### config.mk
export PLATFORM = sky130hd
export DESIGN_NAME = cpu_core_register_set
export DESIGN_NICKNAME = d
export VERILOG_FILES = /design/src/rtl/core_regs_pkg.sv /design/src/rtl/flag_alu.sv /design/src/rtl/cpu_core_register_set.sv
export SDC_FILE = /design/constraint.sdc
export NUM_CORES = 1
export LEC_CHECK = 0
export ABC_AREA = 1
export BUFFER_PORTS_ARGS = -buffer_cell sky130_fd_sc_hd__buf_2
export CAP_MARGIN = 20
export CORE_ASPECT_RATIO = 0.7
export CORE_MARGIN = 2
export CORE_UTILIZATION = 50
export DETAILED_ROUTE_END_ITERATION = 12
export GPL_TIMING_DRIVEN = 1
export PLACE_DENSITY = 0.81
export SLEW_MARGIN = 20
export SYNTH_ARGS = -nofsm -noshare
export SYNTH_HDL_FRONTEND = slang
export SYNTH_SLANG_ARGS = --single-unit
### constraint.sdc
create_clock -name clk_sys_in -period 4.57 [get_ports clk_sys_in]
set_input_delay 0.457 -clock clk_sys_in [delete_from_list [all_inputs] [get_ports clk_sys_in]]
set_output_delay 0.457 -clock clk_sys_in [all_outputs]
set_load 0.02 [all_outputs]
### src/rtl/core_regs_pkg.sv
package core_regs_pkg;

  // memory-mapped locations of the index pointer halves
  localparam logic [7:0]  XPTR_HI_ADDR   = 8'hBE;
  localparam logic [7:0]  XPTR_LO_ADDR   = 8'hBF;

  // reset values
  localparam logic [7:0]  ACC_RESET      = 8'h00;
  localparam logic [10:0] XPTR_RESET     = 11'h000;
  localparam logic [9:0]  PC_RESET       = 10'h000;
  localparam logic [3:0]  SP_RESET       = 4'hF;
  localparam logic [7:0]  FLAGS_RESET    = 8'h00;

  // address spaces
  localparam logic [11:0] CODE_BASE      = 12'hC00;
  localparam logic [11:0] DATA_BASE      = 12'h000;
  localparam logic [3:0]  STACK_PAGE     = 4'h3;
  localparam int          XPTR_SPACE_BIT = 10;

  // stack pointer step per pushed or pulled address
  localparam logic [3:0]  SP_STEP        = 4'h2;
  localparam logic [3:0]  SP_ONE         = 4'h1;

  // condition flag positions
  localparam int          FLAG_C         = 0;
  localparam int          FLAG_H         = 1;
  localparam int          FLAG_Z         = 2;
  localparam int          FLAG_N         = 3;
  localparam int          FLAG_G         = 4;
  localparam int          FLAG_R         = 5;
  localparam logic [7:0]  FLAGS_USED     = 8'h3F;

  typedef enum logic [4:0] {
    OP_NOP      = 5'h00,
    OP_ALU      = 5'h01,
    OP_LOAD_C   = 5'h02,
    OP_INVERT_C = 5'h03,
    OP_SET_C    = 5'h04,
    OP_CLEAR_C  = 5'h05,
    OP_LOAD_X   = 5'h06,
    OP_INC_X    = 5'h07,
    OP_DEC_X    = 5'h08,
    OP_IDX_RD   = 5'h09,
    OP_IDX_WR   = 5'h0A,
    OP_CALL     = 5'h0B,
    OP_RETURN   = 5'h0C,
    OP_JUMP     = 5'h0D,
    OP_SET_G    = 5'h0E,
    OP_CLEAR_G  = 5'h0F,
    OP_LOAD_SP  = 5'h10,
    OP_LOAD_SR  = 5'h11
  } op_t;

  typedef enum logic [3:0] {
    ALU_ADD  = 4'h0,
    ALU_ADC  = 4'h1,
    ALU_SUBC = 4'h2,
    ALU_AND  = 4'h3,
    ALU_OR   = 4'h4,
    ALU_XOR  = 4'h5,
    ALU_LOAD = 4'h6,
    ALU_RLC  = 4'h7,
    ALU_RRC  = 4'h8,
    ALU_INC  = 4'h9,
    ALU_DEC  = 4'hA
  } alu_sel_t;

  typedef enum logic [4:0] {
    ST_IDLE     = 5'b00001,
    ST_PUSH_HI  = 5'b00010,
    ST_PULL_LO  = 5'b00100,
    ST_CAP_HI   = 5'b01000,
    ST_CAP_LO   = 5'b10000
  } stack_state_t;

endpackage : core_regs_pkg

### src/rtl/flag_alu.sv
`timescale 1ns/1ns
module flag_alu (
  input  wire logic                   [3:0] sel_in,
  input  wire logic                   [7:0] acc_in,
  input  wire logic                   [7:0] operand_in,
  input  wire logic                         carry_in,
  output logic                        [7:0] result_out,
  output logic                              carry_out,
  output logic                              half_out,
  output logic                              zero_out,
  output logic                              neg_out,
  output logic                              upd_carry_out,
  output logic                              upd_half_out
);

  logic [8:0] sum;
  logic [4:0] nib;
  logic [7:0] sub_b;
  logic       cin;

  always_comb begin
    result_out    = acc_in;
    carry_out     = carry_in;
    half_out      = 1'b0;
    upd_carry_out = 1'b0;
    upd_half_out  = 1'b0;
    cin           = 1'b0;
    sub_b         = operand_in;
    sum           = 9'h000;
    nib           = 5'h00;
    case (sel_in)
      core_regs_pkg::ALU_ADD, core_regs_pkg::ALU_ADC,
      core_regs_pkg::ALU_SUBC: begin
        // subtract as add of complement; carry reads as borrow afterwards
        if (sel_in == core_regs_pkg::ALU_SUBC) begin
          sub_b = ~operand_in;
          cin   = ~carry_in;
        end else if (sel_in == core_regs_pkg::ALU_ADC) begin
          cin   = carry_in;
        end
        sum  = {1'b0, acc_in} + {1'b0, sub_b} + {8'h00, cin};
        nib  = {1'b0, acc_in[3:0]} + {1'b0, sub_b[3:0]} + {4'h0, cin};
        result_out    = sum[7:0];
        upd_carry_out = 1'b1;
        upd_half_out  = 1'b1;
        if (sel_in == core_regs_pkg::ALU_SUBC) begin
          carry_out = ~sum[8]; // RQ12
          half_out  = ~nib[4]; // RQ13
        end else begin
          carry_out = sum[8]; // RQ12
          half_out  = nib[4]; // RQ13
        end
      end
      core_regs_pkg::ALU_AND:  result_out = acc_in & operand_in;
      core_regs_pkg::ALU_OR:   result_out = acc_in | operand_in;
      core_regs_pkg::ALU_XOR:  result_out = acc_in ^ operand_in;
      core_regs_pkg::ALU_LOAD: result_out = operand_in;
      core_regs_pkg::ALU_RLC: begin
        result_out    = {operand_in[6:0], carry_in}; // RQ12
        carry_out     = operand_in[7];
        upd_carry_out = 1'b1;
      end
      core_regs_pkg::ALU_RRC: begin
        result_out    = {carry_in, operand_in[7:1]}; // RQ12
        carry_out     = operand_in[0];
        upd_carry_out = 1'b1;
      end
      core_regs_pkg::ALU_INC:  result_out = operand_in + 8'h01;
      core_regs_pkg::ALU_DEC:  result_out = operand_in - 8'h01;
      default:                 result_out = acc_in;
    endcase
  end

  assign zero_out = (result_out == 8'h00); // RQ14
  assign neg_out  = result_out[7]; // RQ15

endmodule : flag_alu

### src/rtl/cpu_core_register_set.sv
`timescale 1ns/1ns
// Summary of operation
// RQ1 - eight-bit accumulator holds operands and arithmetic or data results
// RQ2 - effective address is unsigned 8-bit offset plus the index pointer; in data space the code keeps only the sum's low eight bits
// RQ3 - indexed stores into code space are dropped; loads from it work
// RQ4 - index pointer high bits at 0xBE, low byte at 0xBF
// RQ5 - pointer top bit is write-only, selects data or code space
// RQ6 - pointer counting uses only the ten low bits
// RQ7 - ten-bit program counter starts at code address 0xC00 after reset
// RQ8 - four-bit stack pointer in RAM 0x30-0x3F, resets to 0xF
// RQ9 - stack pointer drops by two per push, rises by two per pull
// RQ10 - call pushes return address low byte first; return reloads it
// RQ11 - status register holds C, H, Z, N, G and write flag
// RQ12 - carry follows arithmetic carry or borrow; rotates go through it
// RQ13 - half carry marks overflow across the accumulator nibble boundary
// RQ14 - zero flag set for a zero result, cleared otherwise
// RQ15 - negative flag copies the result's top bit
// RQ16 - carry can be loaded from a chosen bit or inverted
// RQ17 - interrupt mask is clear after reset; only software sets it
// RQ18 - stack RAM address is window base with pointer in low nibble
module cpu_core_register_set (
  input  wire logic                   clk_sys_in,
  input  wire logic                   reset_in,
  input  wire logic                   op_valid_in,
  input  wire logic             [4:0] op_code_in,
  input  wire logic             [3:0] alu_sel_in,
  input  wire logic             [7:0] operand_in,
  input  wire logic             [2:0] bit_sel_in,
  input  wire logic            [10:0] xptr_value_in,
  input  wire logic             [9:0] target_in,
  input  wire logic                   pc_step_in,
  input  wire logic                   mmio_wr_in,
  input  wire logic                   mmio_rd_in,
  input  wire logic             [7:0] mmio_addr_in,
  input  wire logic             [7:0] mmio_wdata_in,
  input  wire logic             [7:0] stack_rdata_in,
  output logic                  [7:0] mmio_rdata_out,
  output logic                        mmio_hit_out,
  output logic                 [11:0] ea_addr_out,
  output logic                        ea_rd_out,
  output logic                        ea_wr_out,
  output logic                  [7:0] stack_addr_out,
  output logic                  [7:0] stack_wdata_out,
  output logic                        stack_wr_out,
  output logic                        stack_rd_out,
  output logic                 [11:0] instr_addr_out,
  output logic                  [7:0] acc_out,
  output logic                 [10:0] xptr_out,
  output logic                  [3:0] stack_ptr_out,
  output logic                  [7:0] condition_flags_out,
  output logic                        busy_out
);

  function automatic logic [7:0] stack_ram_addr(input logic [3:0] ptr);
    stack_ram_addr = {core_regs_pkg::STACK_PAGE, ptr}; // RQ18
  endfunction : stack_ram_addr

  logic                         [7:0] acc_r;
  logic                         [7:0] acc_nxt;
  logic                        [10:0] xptr_r;
  logic                        [10:0] xptr_nxt;
  logic                         [9:0] instr_pointer_r;
  logic                         [9:0] instr_pointer_nxt;
  logic                         [3:0] stack_ptr_r;
  logic                         [3:0] stack_ptr_nxt;
  logic                         [7:0] flags_r;
  logic                         [7:0] flags_nxt;
  logic                         [1:0] ret_hi_r;
  logic                         [1:0] ret_hi_nxt;
  logic                         [9:0] call_target_r;
  logic                         [9:0] call_target_nxt;
  core_regs_pkg::stack_state_t        state_r;
  core_regs_pkg::stack_state_t        state_nxt;
  logic                         [7:0] stack_addr_r;
  logic                         [7:0] stack_addr_nxt;
  logic                         [7:0] stack_wdata_r;
  logic                         [7:0] stack_wdata_nxt;
  logic                               stack_wr_r;
  logic                               stack_wr_nxt;
  logic                               stack_rd_r;
  logic                               stack_rd_nxt;
  logic                        [11:0] ea_addr_r;
  logic                               ea_rd_r;
  logic                               ea_wr_r;
  logic                         [7:0] mmio_rdata_r;
  logic                               mmio_hit_r;

  logic                         [7:0] alu_result;
  logic                               alu_carry;
  logic                               alu_half;
  logic                               alu_zero;
  logic                               alu_neg;
  logic                               alu_upd_c;
  logic                               alu_upd_h;

  localparam logic [3:0] SP_ONE_W = core_regs_pkg::SP_ONE;
  wire        idle        = (state_r == core_regs_pkg::ST_IDLE);
  // new operations are only taken while the stack sequencer is idle
  wire        op_take     = op_valid_in & idle;
  wire        op_is_alu   = op_take & (op_code_in == core_regs_pkg::OP_ALU);
  wire        op_is_idxrd = op_take & (op_code_in == core_regs_pkg::OP_IDX_RD);
  wire        op_is_idxwr = op_take & (op_code_in == core_regs_pkg::OP_IDX_WR);
  wire        op_touch_x  = op_take &
                            ((op_code_in == core_regs_pkg::OP_LOAD_X) |
                             (op_code_in == core_regs_pkg::OP_INC_X) |
                             (op_code_in == core_regs_pkg::OP_DEC_X));
  wire        sel_hi      = (mmio_addr_in == core_regs_pkg::XPTR_HI_ADDR);
  wire        sel_lo      = (mmio_addr_in == core_regs_pkg::XPTR_LO_ADDR);
  wire        code_space  = xptr_r[core_regs_pkg::XPTR_SPACE_BIT]; // RQ5
  wire [9:0]  ea_sum      = xptr_r[9:0] + {2'b00, operand_in}; // RQ2
  wire [11:0] ea_addr     = code_space ?
                            (core_regs_pkg::CODE_BASE | {2'b00, ea_sum}) :
                            (core_regs_pkg::DATA_BASE |
                             {4'h0, ea_sum[7:0]}); // RQ5
  // the space bit reads back as zero: it is write-only
  wire [7:0]  xhi_read    = {5'b00000, 1'b0, xptr_r[9:8]}; // RQ5
  wire [7:0]  mmio_read   = sel_hi ? xhi_read :
                            (sel_lo ? xptr_r[7:0] : 8'h00); // RQ4

  flag_alu u_flag_alu (
    .sel_in        (alu_sel_in),
    .acc_in        (acc_r),
    .operand_in    (operand_in),
    .carry_in      (flags_r[core_regs_pkg::FLAG_C]),
    .result_out    (alu_result),
    .carry_out     (alu_carry),
    .half_out      (alu_half),
    .zero_out      (alu_zero),
    .neg_out       (alu_neg),
    .upd_carry_out (alu_upd_c),
    .upd_half_out  (alu_upd_h)
  );

  // accumulator and condition flags
  always_comb begin
    acc_nxt   = acc_r;
    flags_nxt = flags_r;
    if (op_is_alu) begin
      acc_nxt = alu_result; // RQ1
      flags_nxt[core_regs_pkg::FLAG_Z] = alu_zero; // RQ14
      flags_nxt[core_regs_pkg::FLAG_N] = alu_neg; // RQ15
      if (alu_upd_c) begin
        flags_nxt[core_regs_pkg::FLAG_C] = alu_carry; // RQ12
      end
      if (alu_upd_h) begin
        flags_nxt[core_regs_pkg::FLAG_H] = alu_half; // RQ13
      end
    end else if (op_take) begin
      case (op_code_in)
        core_regs_pkg::OP_LOAD_C:
          flags_nxt[core_regs_pkg::FLAG_C] = operand_in[bit_sel_in]; // RQ16
        core_regs_pkg::OP_INVERT_C:
          flags_nxt[core_regs_pkg::FLAG_C] =
            ~flags_r[core_regs_pkg::FLAG_C]; // RQ16
        core_regs_pkg::OP_SET_C:   flags_nxt[core_regs_pkg::FLAG_C] = 1'b1;
        core_regs_pkg::OP_CLEAR_C: flags_nxt[core_regs_pkg::FLAG_C] = 1'b0;
        core_regs_pkg::OP_SET_G:   flags_nxt[core_regs_pkg::FLAG_G] = 1'b1;
        core_regs_pkg::OP_CLEAR_G: flags_nxt[core_regs_pkg::FLAG_G] = 1'b0;
        core_regs_pkg::OP_LOAD_SR:
          flags_nxt = operand_in & core_regs_pkg::FLAGS_USED; // RQ11
        default: flags_nxt = flags_r;
      endcase
    end
  end

  // index pointer: core operations win over a same-cycle mapped write
  always_comb begin
    xptr_nxt = xptr_r;
    if (op_touch_x) begin
      case (op_code_in)
        core_regs_pkg::OP_LOAD_X: xptr_nxt = xptr_value_in;
        core_regs_pkg::OP_INC_X:
          xptr_nxt[9:0] = xptr_r[9:0] + 10'h001; // RQ6
        core_regs_pkg::OP_DEC_X:
          xptr_nxt[9:0] = xptr_r[9:0] - 10'h001; // RQ6
        default: xptr_nxt = xptr_r;
      endcase
    end else if (mmio_wr_in & sel_hi) begin
      xptr_nxt[10:8] = mmio_wdata_in[2:0]; // RQ4
    end else if (mmio_wr_in & sel_lo) begin
      xptr_nxt[7:0] = mmio_wdata_in; // RQ4
    end
  end

  // program counter, stack pointer and call/return sequencer
  always_comb begin
    instr_pointer_nxt = instr_pointer_r;
    stack_ptr_nxt     = stack_ptr_r;
    state_nxt         = state_r;
    ret_hi_nxt        = ret_hi_r;
    call_target_nxt   = call_target_r;
    stack_addr_nxt    = stack_addr_r;
    stack_wdata_nxt   = stack_wdata_r;
    stack_wr_nxt      = 1'b0;
    stack_rd_nxt      = 1'b0;
    case (state_r)
      core_regs_pkg::ST_IDLE: begin
        if (op_take && op_code_in == core_regs_pkg::OP_CALL) begin
          stack_addr_nxt  = stack_ram_addr(stack_ptr_r);
          stack_wdata_nxt = instr_pointer_r[7:0]; // RQ10
          stack_wr_nxt    = 1'b1;
          call_target_nxt = target_in;
          state_nxt       = core_regs_pkg::ST_PUSH_HI;
        end else if (op_take && op_code_in == core_regs_pkg::OP_RETURN) begin
          // last byte pushed was the high one, so it comes back first
          stack_addr_nxt = stack_ram_addr(stack_ptr_r + SP_ONE_W);
          stack_rd_nxt   = 1'b1; // RQ10
          state_nxt      = core_regs_pkg::ST_PULL_LO;
        end else if (op_take && op_code_in == core_regs_pkg::OP_JUMP) begin
          instr_pointer_nxt = target_in;
        end else if (op_take && op_code_in == core_regs_pkg::OP_LOAD_SP) begin
          stack_ptr_nxt = operand_in[3:0]; // RQ8
        end else if (pc_step_in) begin
          instr_pointer_nxt = instr_pointer_r + 10'h001; // RQ7
        end
      end
      core_regs_pkg::ST_PUSH_HI: begin
        stack_addr_nxt    = stack_ram_addr(stack_ptr_r - SP_ONE_W);
        stack_wdata_nxt   = {6'b000000, instr_pointer_r[9:8]}; // RQ10
        stack_wr_nxt      = 1'b1;
        stack_ptr_nxt     = stack_ptr_r - core_regs_pkg::SP_STEP; // RQ9
        instr_pointer_nxt = call_target_r;
        state_nxt         = core_regs_pkg::ST_IDLE;
      end
      core_regs_pkg::ST_PULL_LO: begin
        stack_addr_nxt = stack_ram_addr(stack_ptr_r + core_regs_pkg::SP_STEP);
        stack_rd_nxt   = 1'b1;
        state_nxt      = core_regs_pkg::ST_CAP_HI;
      end
      core_regs_pkg::ST_CAP_HI: begin
        ret_hi_nxt = stack_rdata_in[1:0];
        state_nxt  = core_regs_pkg::ST_CAP_LO;
      end
      core_regs_pkg::ST_CAP_LO: begin
        instr_pointer_nxt = {ret_hi_r, stack_rdata_in}; // RQ10
        stack_ptr_nxt     = stack_ptr_r + core_regs_pkg::SP_STEP; // RQ9
        state_nxt         = core_regs_pkg::ST_IDLE;
      end
      default: state_nxt = core_regs_pkg::ST_IDLE;
    endcase
  end

  always_ff @(posedge clk_sys_in) begin
    if (reset_in) begin
      acc_r           <= core_regs_pkg::ACC_RESET;
      xptr_r          <= core_regs_pkg::XPTR_RESET;
      instr_pointer_r <= core_regs_pkg::PC_RESET; // RQ7
      stack_ptr_r     <= core_regs_pkg::SP_RESET; // RQ8
      flags_r         <= core_regs_pkg::FLAGS_RESET; // RQ17
      state_r         <= core_regs_pkg::ST_IDLE;
    end else begin
      acc_r           <= acc_nxt;
      xptr_r          <= xptr_nxt;
      instr_pointer_r <= instr_pointer_nxt;
      stack_ptr_r     <= stack_ptr_nxt;
      flags_r         <= flags_nxt;
      state_r         <= state_nxt;
    end
  end

  always_ff @(posedge clk_sys_in) begin
    if (reset_in) begin
      ret_hi_r      <= 2'b00;
      call_target_r <= 10'h000;
      stack_addr_r  <= 8'h00;
      stack_wdata_r <= 8'h00;
      stack_wr_r    <= 1'b0;
      stack_rd_r    <= 1'b0;
    end else begin
      ret_hi_r      <= ret_hi_nxt;
      call_target_r <= call_target_nxt;
      stack_addr_r  <= stack_addr_nxt;
      stack_wdata_r <= stack_wdata_nxt;
      stack_wr_r    <= stack_wr_nxt;
      stack_rd_r    <= stack_rd_nxt;
    end
  end

  always_ff @(posedge clk_sys_in) begin
    if (reset_in) begin
      ea_addr_r    <= 12'h000;
      ea_rd_r      <= 1'b0;
      ea_wr_r      <= 1'b0;
      mmio_rdata_r <= 8'h00;
      mmio_hit_r   <= 1'b0;
    end else begin
      if (op_is_idxrd | op_is_idxwr) begin
        ea_addr_r <= ea_addr; // RQ2
      end
      ea_rd_r      <= op_is_idxrd;
      // code space cannot be written through the pointer
      ea_wr_r      <= op_is_idxwr & ~code_space; // RQ3
      mmio_hit_r   <= (mmio_rd_in | mmio_wr_in) & (sel_hi | sel_lo);
      if (mmio_rd_in) begin
        mmio_rdata_r <= mmio_read; // RQ4
      end
    end
  end

  assign mmio_rdata_out      = mmio_rdata_r;
  assign mmio_hit_out        = mmio_hit_r;
  assign ea_addr_out         = ea_addr_r;
  assign ea_rd_out           = ea_rd_r;
  assign ea_wr_out           = ea_wr_r;
  assign stack_addr_out      = stack_addr_r;
  assign stack_wdata_out     = stack_wdata_r;
  assign stack_wr_out        = stack_wr_r;
  assign stack_rd_out        = stack_rd_r;
  // the counter holds ten bits; fetches always land in code space
  assign instr_addr_out      = core_regs_pkg::CODE_BASE |
                               {2'b00, instr_pointer_r}; // RQ7
  assign acc_out             = acc_r;
  assign xptr_out            = xptr_r;
  assign stack_ptr_out       = stack_ptr_r;
  assign condition_flags_out = flags_r; // RQ11
  assign busy_out            = ~idle;

endmodule : cpu_core_register_set

Word level (Yosys, flattened, before mapping). Cells that the tools add are included.

Input bits: 71. Output and inout bits: 85. Logic and storage cells: 194. Flip-flop bits (word level): 97.

Bitwise logic cells: 24. Order comparisons: 1. Multiplexer cells: 54. Equality and inequality tests: 48. Reduce and logical (&&, ||, !) cells: 30. Add/sub/neg operators: 14.

Operators with widths (count): two-way mux 8 bit (9); one-hot mux 8 bit (9 select lines) (1); one-hot mux 10 bit (3 select lines) (2); two-way mux 10 bit (5); equality test 5 x 4 -> 1 bit (second input constant) (9); equality test 5 x 3 -> 1 bit (second input constant) (5); two-way mux 4 bit (6); one-hot mux 8 bit (3 select lines) (1); adder 10 x 1 -> 10 bit (second input constant) (2); equality test 4 x 3 -> 1 bit (second input constant) (4); equality test 8 bit (second input constant) (2); one-hot mux 8 bit (2 select lines) (1); equality test 5 x 2 -> 1 bit (second input constant) (3); equality test 5 bit (second input constant) (3); two-way mux 1 bit (15); one-hot mux 5 bit (3 select lines) (1); equality test 4 bit (second input constant) (3); two-way mux 12 bit (1); != test 2 bit (second input constant) (6); one-hot mux 4 bit (3 select lines) (1); AND reduction 2 bit (6); AND reduction 3 bit (4); two-way mux 11 bit (1); adder 10 x 8 -> 10 bit (1); other kinds (43) (79).

Logic depth before layout (Yosys ltp).
Word-level depth: 10. Depth in mapped cells: 19. Depth with buffers taken out: 18.

By module. From an unflattened synthesis, not the netlist that was laid out.

Cells, all modules: 1275. Area total of the unflattened synthesis: 7790.0 um2.

By module, submodules not included: cpu_core_register_set (cells each 927, area an instance 5893.2 um2, instances 1, sequential area each 1861.8 um2); flag_alu (cells each 348, area an instance 1896.8 um2, instances 1, sequential area each 0.0 um2).

Worst setup path after synthesis. OpenSTA, ideal clock, no wires.

Kind: input port to flip-flop. Start: input port alu_sel_in[2]. End: register flags_r[0], in the netlist condition_flags_out[0]. Path buffers: 1. Data arrival time: 2638 ps. Slack: 1799 ps. Data required time: 4438 ps. Stages on the path: 18. Path through: inv_1 > nand2_1 > nor2_1 > buf_2 > xor2_1 > fa_1 > inv_1 > fa_1 > inv_1 > nand3_1 > nand2_1 > nand4_1 > nand3_1 > or2_2 > nand3_1 > a21oi_1 > nand2_1 > a21oi_1.

Cells in the longest elaborated chain, start to end: 10.

Ends and longest elaborated chain: start, declared (RTL line cpu_core_register_set.sv:26) `input wire logic [3:0] alu_sel_in,`; equality test 4 x 2 -> 1 bit or equality test 4 x 1 -> 1 bit (tied branches); two-way mux 8 bit or two-way mux 1 bit (tied branches) (RTL line flag_alu.sv:35, flag_alu.sv:38); two-way mux 8 bit or two-way mux 1 bit (tied branches) (RTL line flag_alu.sv:31, flag_alu.sv:35); adder 8 x 8 -> 9 bit or two-way mux 1 bit (tied branches) (RTL line flag_alu.sv:41, flag_alu.sv:31); adder 9 x 1 -> 9 bit (RTL line flag_alu.sv:41) `sum = {1'b0, acc_in} + {1'b0, sub_b} + {8'h00, cin};`; NOT 1 bit (RTL line flag_alu.sv:47) `carry_out = ~sum[8];`; two-way mux 1 bit (RTL line flag_alu.sv:46) `if (sel_in == core_regs_pkg::ALU_SUBC) begin`; one-hot mux 1 bit (3 select lines) (RTL line flag_alu.sv:31) `case (sel_in)`; two-way mux 1 bit (RTL line cpu_core_register_set.sv:142) `if (alu_upd_c) begin`; two-way mux 4 bit (RTL line cpu_core_register_set.sv:138) `if (op_is_alu) begin`; end signal, assigned (RTL line cpu_core_register_set.sv:249) `flags_r <= core_regs_pkg::FLAGS_RESET;`; end signal, assigned (RTL line cpu_core_register_set.sv:256) `flags_r <= flags_nxt;`; end, declared (RTL line cpu_core_register_set.sv:66) `logic [7:0] flags_r;`.

Several ways; a longest one is shown, not always the timed one. The select of a mux whose other input is x is not followed. A chain may end at the register's enable or synchronous reset.

Worst setup path in the final report. Ends and elaborated chain as after synthesis.

==> Flow_metrics.wiki <==
{| class="wikitable"
! Metric !! Value
|-
| Status || complete, no violations
|-
| Drc violations || 0
|-
| Worst Path Max Fanout || 10
|-
| Post-CTS setup repair buffer count || 0
|-
| Type of the setup path with the least slack || in -> reg
|-
| Worst path buffer plus inverter count || 3
|-
| Count of maximum capacitance violations || 0
|-
| Critical-path cell list || buf_2 > inv_1 > nand2_1 > nor2_1 > buf_4 > xor2_1 > ha_1 > a21oi_1 > nand2_1 > nand4_1 > nand3_1 > or2_2 > nand3_1 > a21oi_1 > nand2_1 > a21oi_1
|-
| Met2 wirelength from detailed routing || 8970 um
|-
| Number of placement rows || 36
|-
| Total of warnings raised by yosys || 0
|-
| Cell area after technology mapping || 0.00715 mm2
|-
| Wire length of the first global-routing pass || 34900 um
|-
| Clock power frac || 0.380
|-
| Switching power || 0.663 mW
|-
| Clk sinks || 93
|-
| All-layer global routing usage || 0.281
|-
| Data arrival time of the critical path || 2.93 ns
|-
| Initial drt markers || 764
|-
| Rel. slew slack || 0.417
|-
| Post-synthesis instance total || 1063
|-
| Number of gates resized after CTS || 0
|-
| Port bufs || 149
|-
| Vias in the first global route || 6881
|-
| Post-route cell area || 0.00829 mm2
|-
| H-tree lvl count || 3
|-
| Sequential area share after synthesis || 0.260
|-
| Via density per instance || 5.63
|-
| Total area of sequential cells || 0.00186 mm2
|-
| Power per Cell Area || 251 mW/mm2
|-
| Filler cell count || 1353
|-
| Hold violation count in the final report || 0
|-
| Signed area change from the synthesized netlist to the final layout || 15.9%
|-
| DRT antenna net count || 0
|-
| Vertical extent of the die || 104 um
|-
| Internal cell power || 1.42 mW
|-
| Post-route met1 wirelength || 10100 um
|-
| Time the worst path needs with I/O delays and setup || 2.74 ns
|-
| Largest net degree at the start of global routing || 45
|-
| CP Data Required Time || 4.76 ns
|-
| Number of synthesized register bits || 93
|-
| Cts bufs inserted || 9
|-
| Launching element type of the critical path || input pin
|-
| Unique masters post-synth || 62
|-
| Gate power share || 0.202
|-
| CTS tree || done
|-
| Maximum resistive drop on vdd || 0.000216 V
|-
| Largest stage delay on the critical path || 0.30 ns
|-
| CTS clock-pin slew for the worst setup and hold paths || 0.07 ns
|-
| Endpoint kind of the worst setup timing path || flop
|-
| Core region area || 0.0140 mm2
|-
| Clock Skew || 0.00811 ns
|-
| Share of synthesized registers carrying an async set or reset || 0
|-
| Antenna violations before repair || 3
|-
| Final core utilization || 0.593
|-
| Final Routed Wirelength || 21900 um
|-
| Detailed-route wire length per cell || 15.7 um
|-
| Number of buffers between clock root and the deepest sink || 2
|-
| Multi-input gate area || 0.00459 mm2
|-
| Nets@finish || 1323
|-
| IO Pins || 156
|-
| Insertion delay to the later sink of the worst-skew pair || 0.35 ns
|-
| Number of pins exceeding their max-slew limit in the final report || 0
|-
| Hold WC Path Type || in -> reg
|-
| Global route overflow || 0
|-
| # hold bufs at CTS || 0
|-
| Most instantiated flip-flop cell in the synthesis netlist || sky130_fd_sc_hd__dfxtp_1
|-
| Unrepaired setup endpoints after global routing || no
|-
| Total iterations of the first detailed-routing run || 5
|-
| Slowest cell on the critical path || sky130_fd_sc_hd__ha_1
|-
| Highest routed layer || met5
|-
| Horizontal die dimension || 147 um
|-
| Leakage || 4.06 nW
|-
| Max Fclk || 365 MHz
|-
| DR WL met3 || 2440 um
|-
| Cell type group with the largest total delay on the critical path || simple AND/OR/NAND/NOR gates
|-
| Via count of the routed design || 7839
|-
| Commonest non-fill, non-tap cells in the layout || sky130_fd_sc_hd__nand2_1, sky130_fd_sc_hd__buf_2, sky130_fd_sc_hd__inv_1
|-
| Share of power burned in registers || 0.418
|-
| GP Congestion || 0.988
|-
| Clk root buf || sky130_fd_sc_hd__clkbuf_16
|-
| Count of placed standard cells including taps || 1375
|-
| Actual slew at the worst max-slew pin || 0.875 ns
|-
| # setup viols final || 0
|-
| Fraction of layout instances using a drive strength above 1 || 0.179
|-
| Starting density of the core || 0.512
|-
| Placed wire-length estimate after detailed placement || 16600 um
|-
| Number of synthesized flops with an enable pin || 0
|-
| Period Utilization, post-route || 0.600
|-
| Switching Share || 0.319
|-
| Setup TNS Final || 0 ns
|-
| Post-route insts no fill || 1392
|-
| Die Footprint || 0.0153 mm2
|-
| Syn avg cell area || 6.73 um2
|-
| Post-Place Cell Area || 0.00797 mm2
|-
| Most common cell after layout, fill and taps aside || sky130_fd_sc_hd__nand2_1
|}
## Yosys cell counts, types with 3 or more instances
master,instances,area share
sky130_fd_sc_hd__a211oi_1,5,0.0052
sky130_fd_sc_hd__o21ai_0,96,0.067
sky130_fd_sc_hd__fa_1,5,0.014
sky130_fd_sc_hd__nor2_1,95,0.050
sky130_fd_sc_hd__nand2_2,5,0.0044
sky130_fd_sc_hd__ha_1,51,0.089
sky130_fd_sc_hd__buf_2,3,0.0021
sky130_fd_sc_hd__dfxtp_1,93,0.26
sky130_fd_sc_hd__nand4_1,20,0.017
sky130_fd_sc_hd__nand2_1,204,0.11
sky130_fd_sc_hd__o21bai_1,3,0.0031
sky130_fd_sc_hd__nor2_2,4,0.0035
sky130_fd_sc_hd__o211ai_1,16,0.017
sky130_fd_sc_hd__buf_4,11,0.012
sky130_fd_sc_hd__clkbuf_1,16,0.0084
sky130_fd_sc_hd__or2_2,4,0.0035
sky130_fd_sc_hd__buf_6,3,0.0047
sky130_fd_sc_hd__nor3_1,16,0.011
sky130_fd_sc_hd__xor2_1,22,0.027
sky130_fd_sc_hd__nand3_1,74,0.052
sky130_fd_sc_hd__nor3_2,3,0.0042
sky130_fd_sc_hd__nand3b_1,5,0.0052
sky130_fd_sc_hd__a21oi_1,100,0.070
sky130_fd_sc_hd__xnor2_1,8,0.0098
sky130_fd_sc_hd__o21ai_1,7,0.0049
sky130_fd_sc_hd__o221ai_1,5,0.0061
sky130_fd_sc_hd__a31oi_1,7,0.0061
sky130_fd_sc_hd__inv_1,123,0.065
sky130_fd_sc_hd__nor2_4,4,0.0063
sky130_fd_sc_hd__inv_2,12,0.0063
## power groups by stage
stage	combinational [mW]	sequential (mW)	clock (mW)
2_1_floorplan	0.259	0.902	0
3_3_place_gp	0.405	0.886	0
3_5_place_dp	0.409	0.886	0
4_1_cts	0.413	0.867	0.799
5_1_grt	0.466	0.872	0.836
6_report	0.419	0.869	0.790
## path summary, 6_finish.rpt
kind | start | slack [ns] | endpoint | cells after the start
setup reg to reg | condition_flags_out[0]$_SDFFE_PP0P_ | 1.87 | condition_flags_out[2]$_SDFFE_PP0P_ | 16
setup / recovery | alu_sel_in[2] | 1.83 | condition_flags_out[0]$_SDFFE_PP0P_ | 16
hold reg to reg | call_target_r[1]$_SDFFE_PP0P_ | 0.45 | call_target_r[1]$_SDFFE_PP0P_ | 2
hold / removal | stack_rdata_in[0] | 0.38 | ret_hi_r[0]$_SDFFE_PP0P_ | 3
## metal layers
layer,vias to the layer above,track usage
met5,-,0
met4,4,0.0563
met3,43,0.0825
met2,411,0.416
met1,3537,0.406
li1,3844,-
## cell type report
| cell class | count | area share |
|---|---|---|
| multi-input cells | 803 | 0.554 |
| diodes | 1 | 0.000302 |
| inverters | 138 | 0.0631 |
| clock inverters | 7 | 0.0103 |
| flip-flops and latches | 93 | 0.225 |
| clock buffers | 9 | 0.0272 |
| repair buffers | 151 | 0.0918 |
| well taps | 190 | 0.0287 |
## registers in the layout, summed over array words and instances (netlist names)
signal / flops
acc_out: 8
call_target_r: 10
condition_flags_out: 6
ea_addr_out: 11
ea_rd_out: 1
ea_wr_out: 1
instr_pointer_r: 10
mmio_hit_out: 1
mmio_rdata_out: 8
ret_hi_r: 2
stack_addr_out: 5
stack_ptr_out: 4
stack_rd_out: 1
stack_wdata_out: 8
stack_wr_out: 1
state_r: 5
xptr_out: 11
## logic make-up after synthesis
kind of cell	Yosys count	share of synthesized area
AOI/OAI and AO/OA	264	0.212
xor gates and xnor gates	30	0.0367
adders and majority gates	56	0.103
buffers and inverters	171	0.0999
DFF	93	0.260
other	2	0.00105
and+or+nand+nor	447	0.287
## tightest hold or removal path, delay by kind of cell
family          cells  cell delay, ns
compound gates      1            0.11
buf+inv             2            0.12
## metrics by stage
stage	total power, mW	setup WS, ns	hold slack [ns]
6_report	2.08	1.83	0.378
5_1_grt	2.17	1.60	0.378
4_1_cts	2.08	1.87	0.373
3_5_place_dp	1.30	1.54	0.443
3_3_place_gp	1.29	1.62	0.434
2_1_floorplan	1.16	1.80	0.425
No activity file was read; power rests on OpenSTA's default activity.
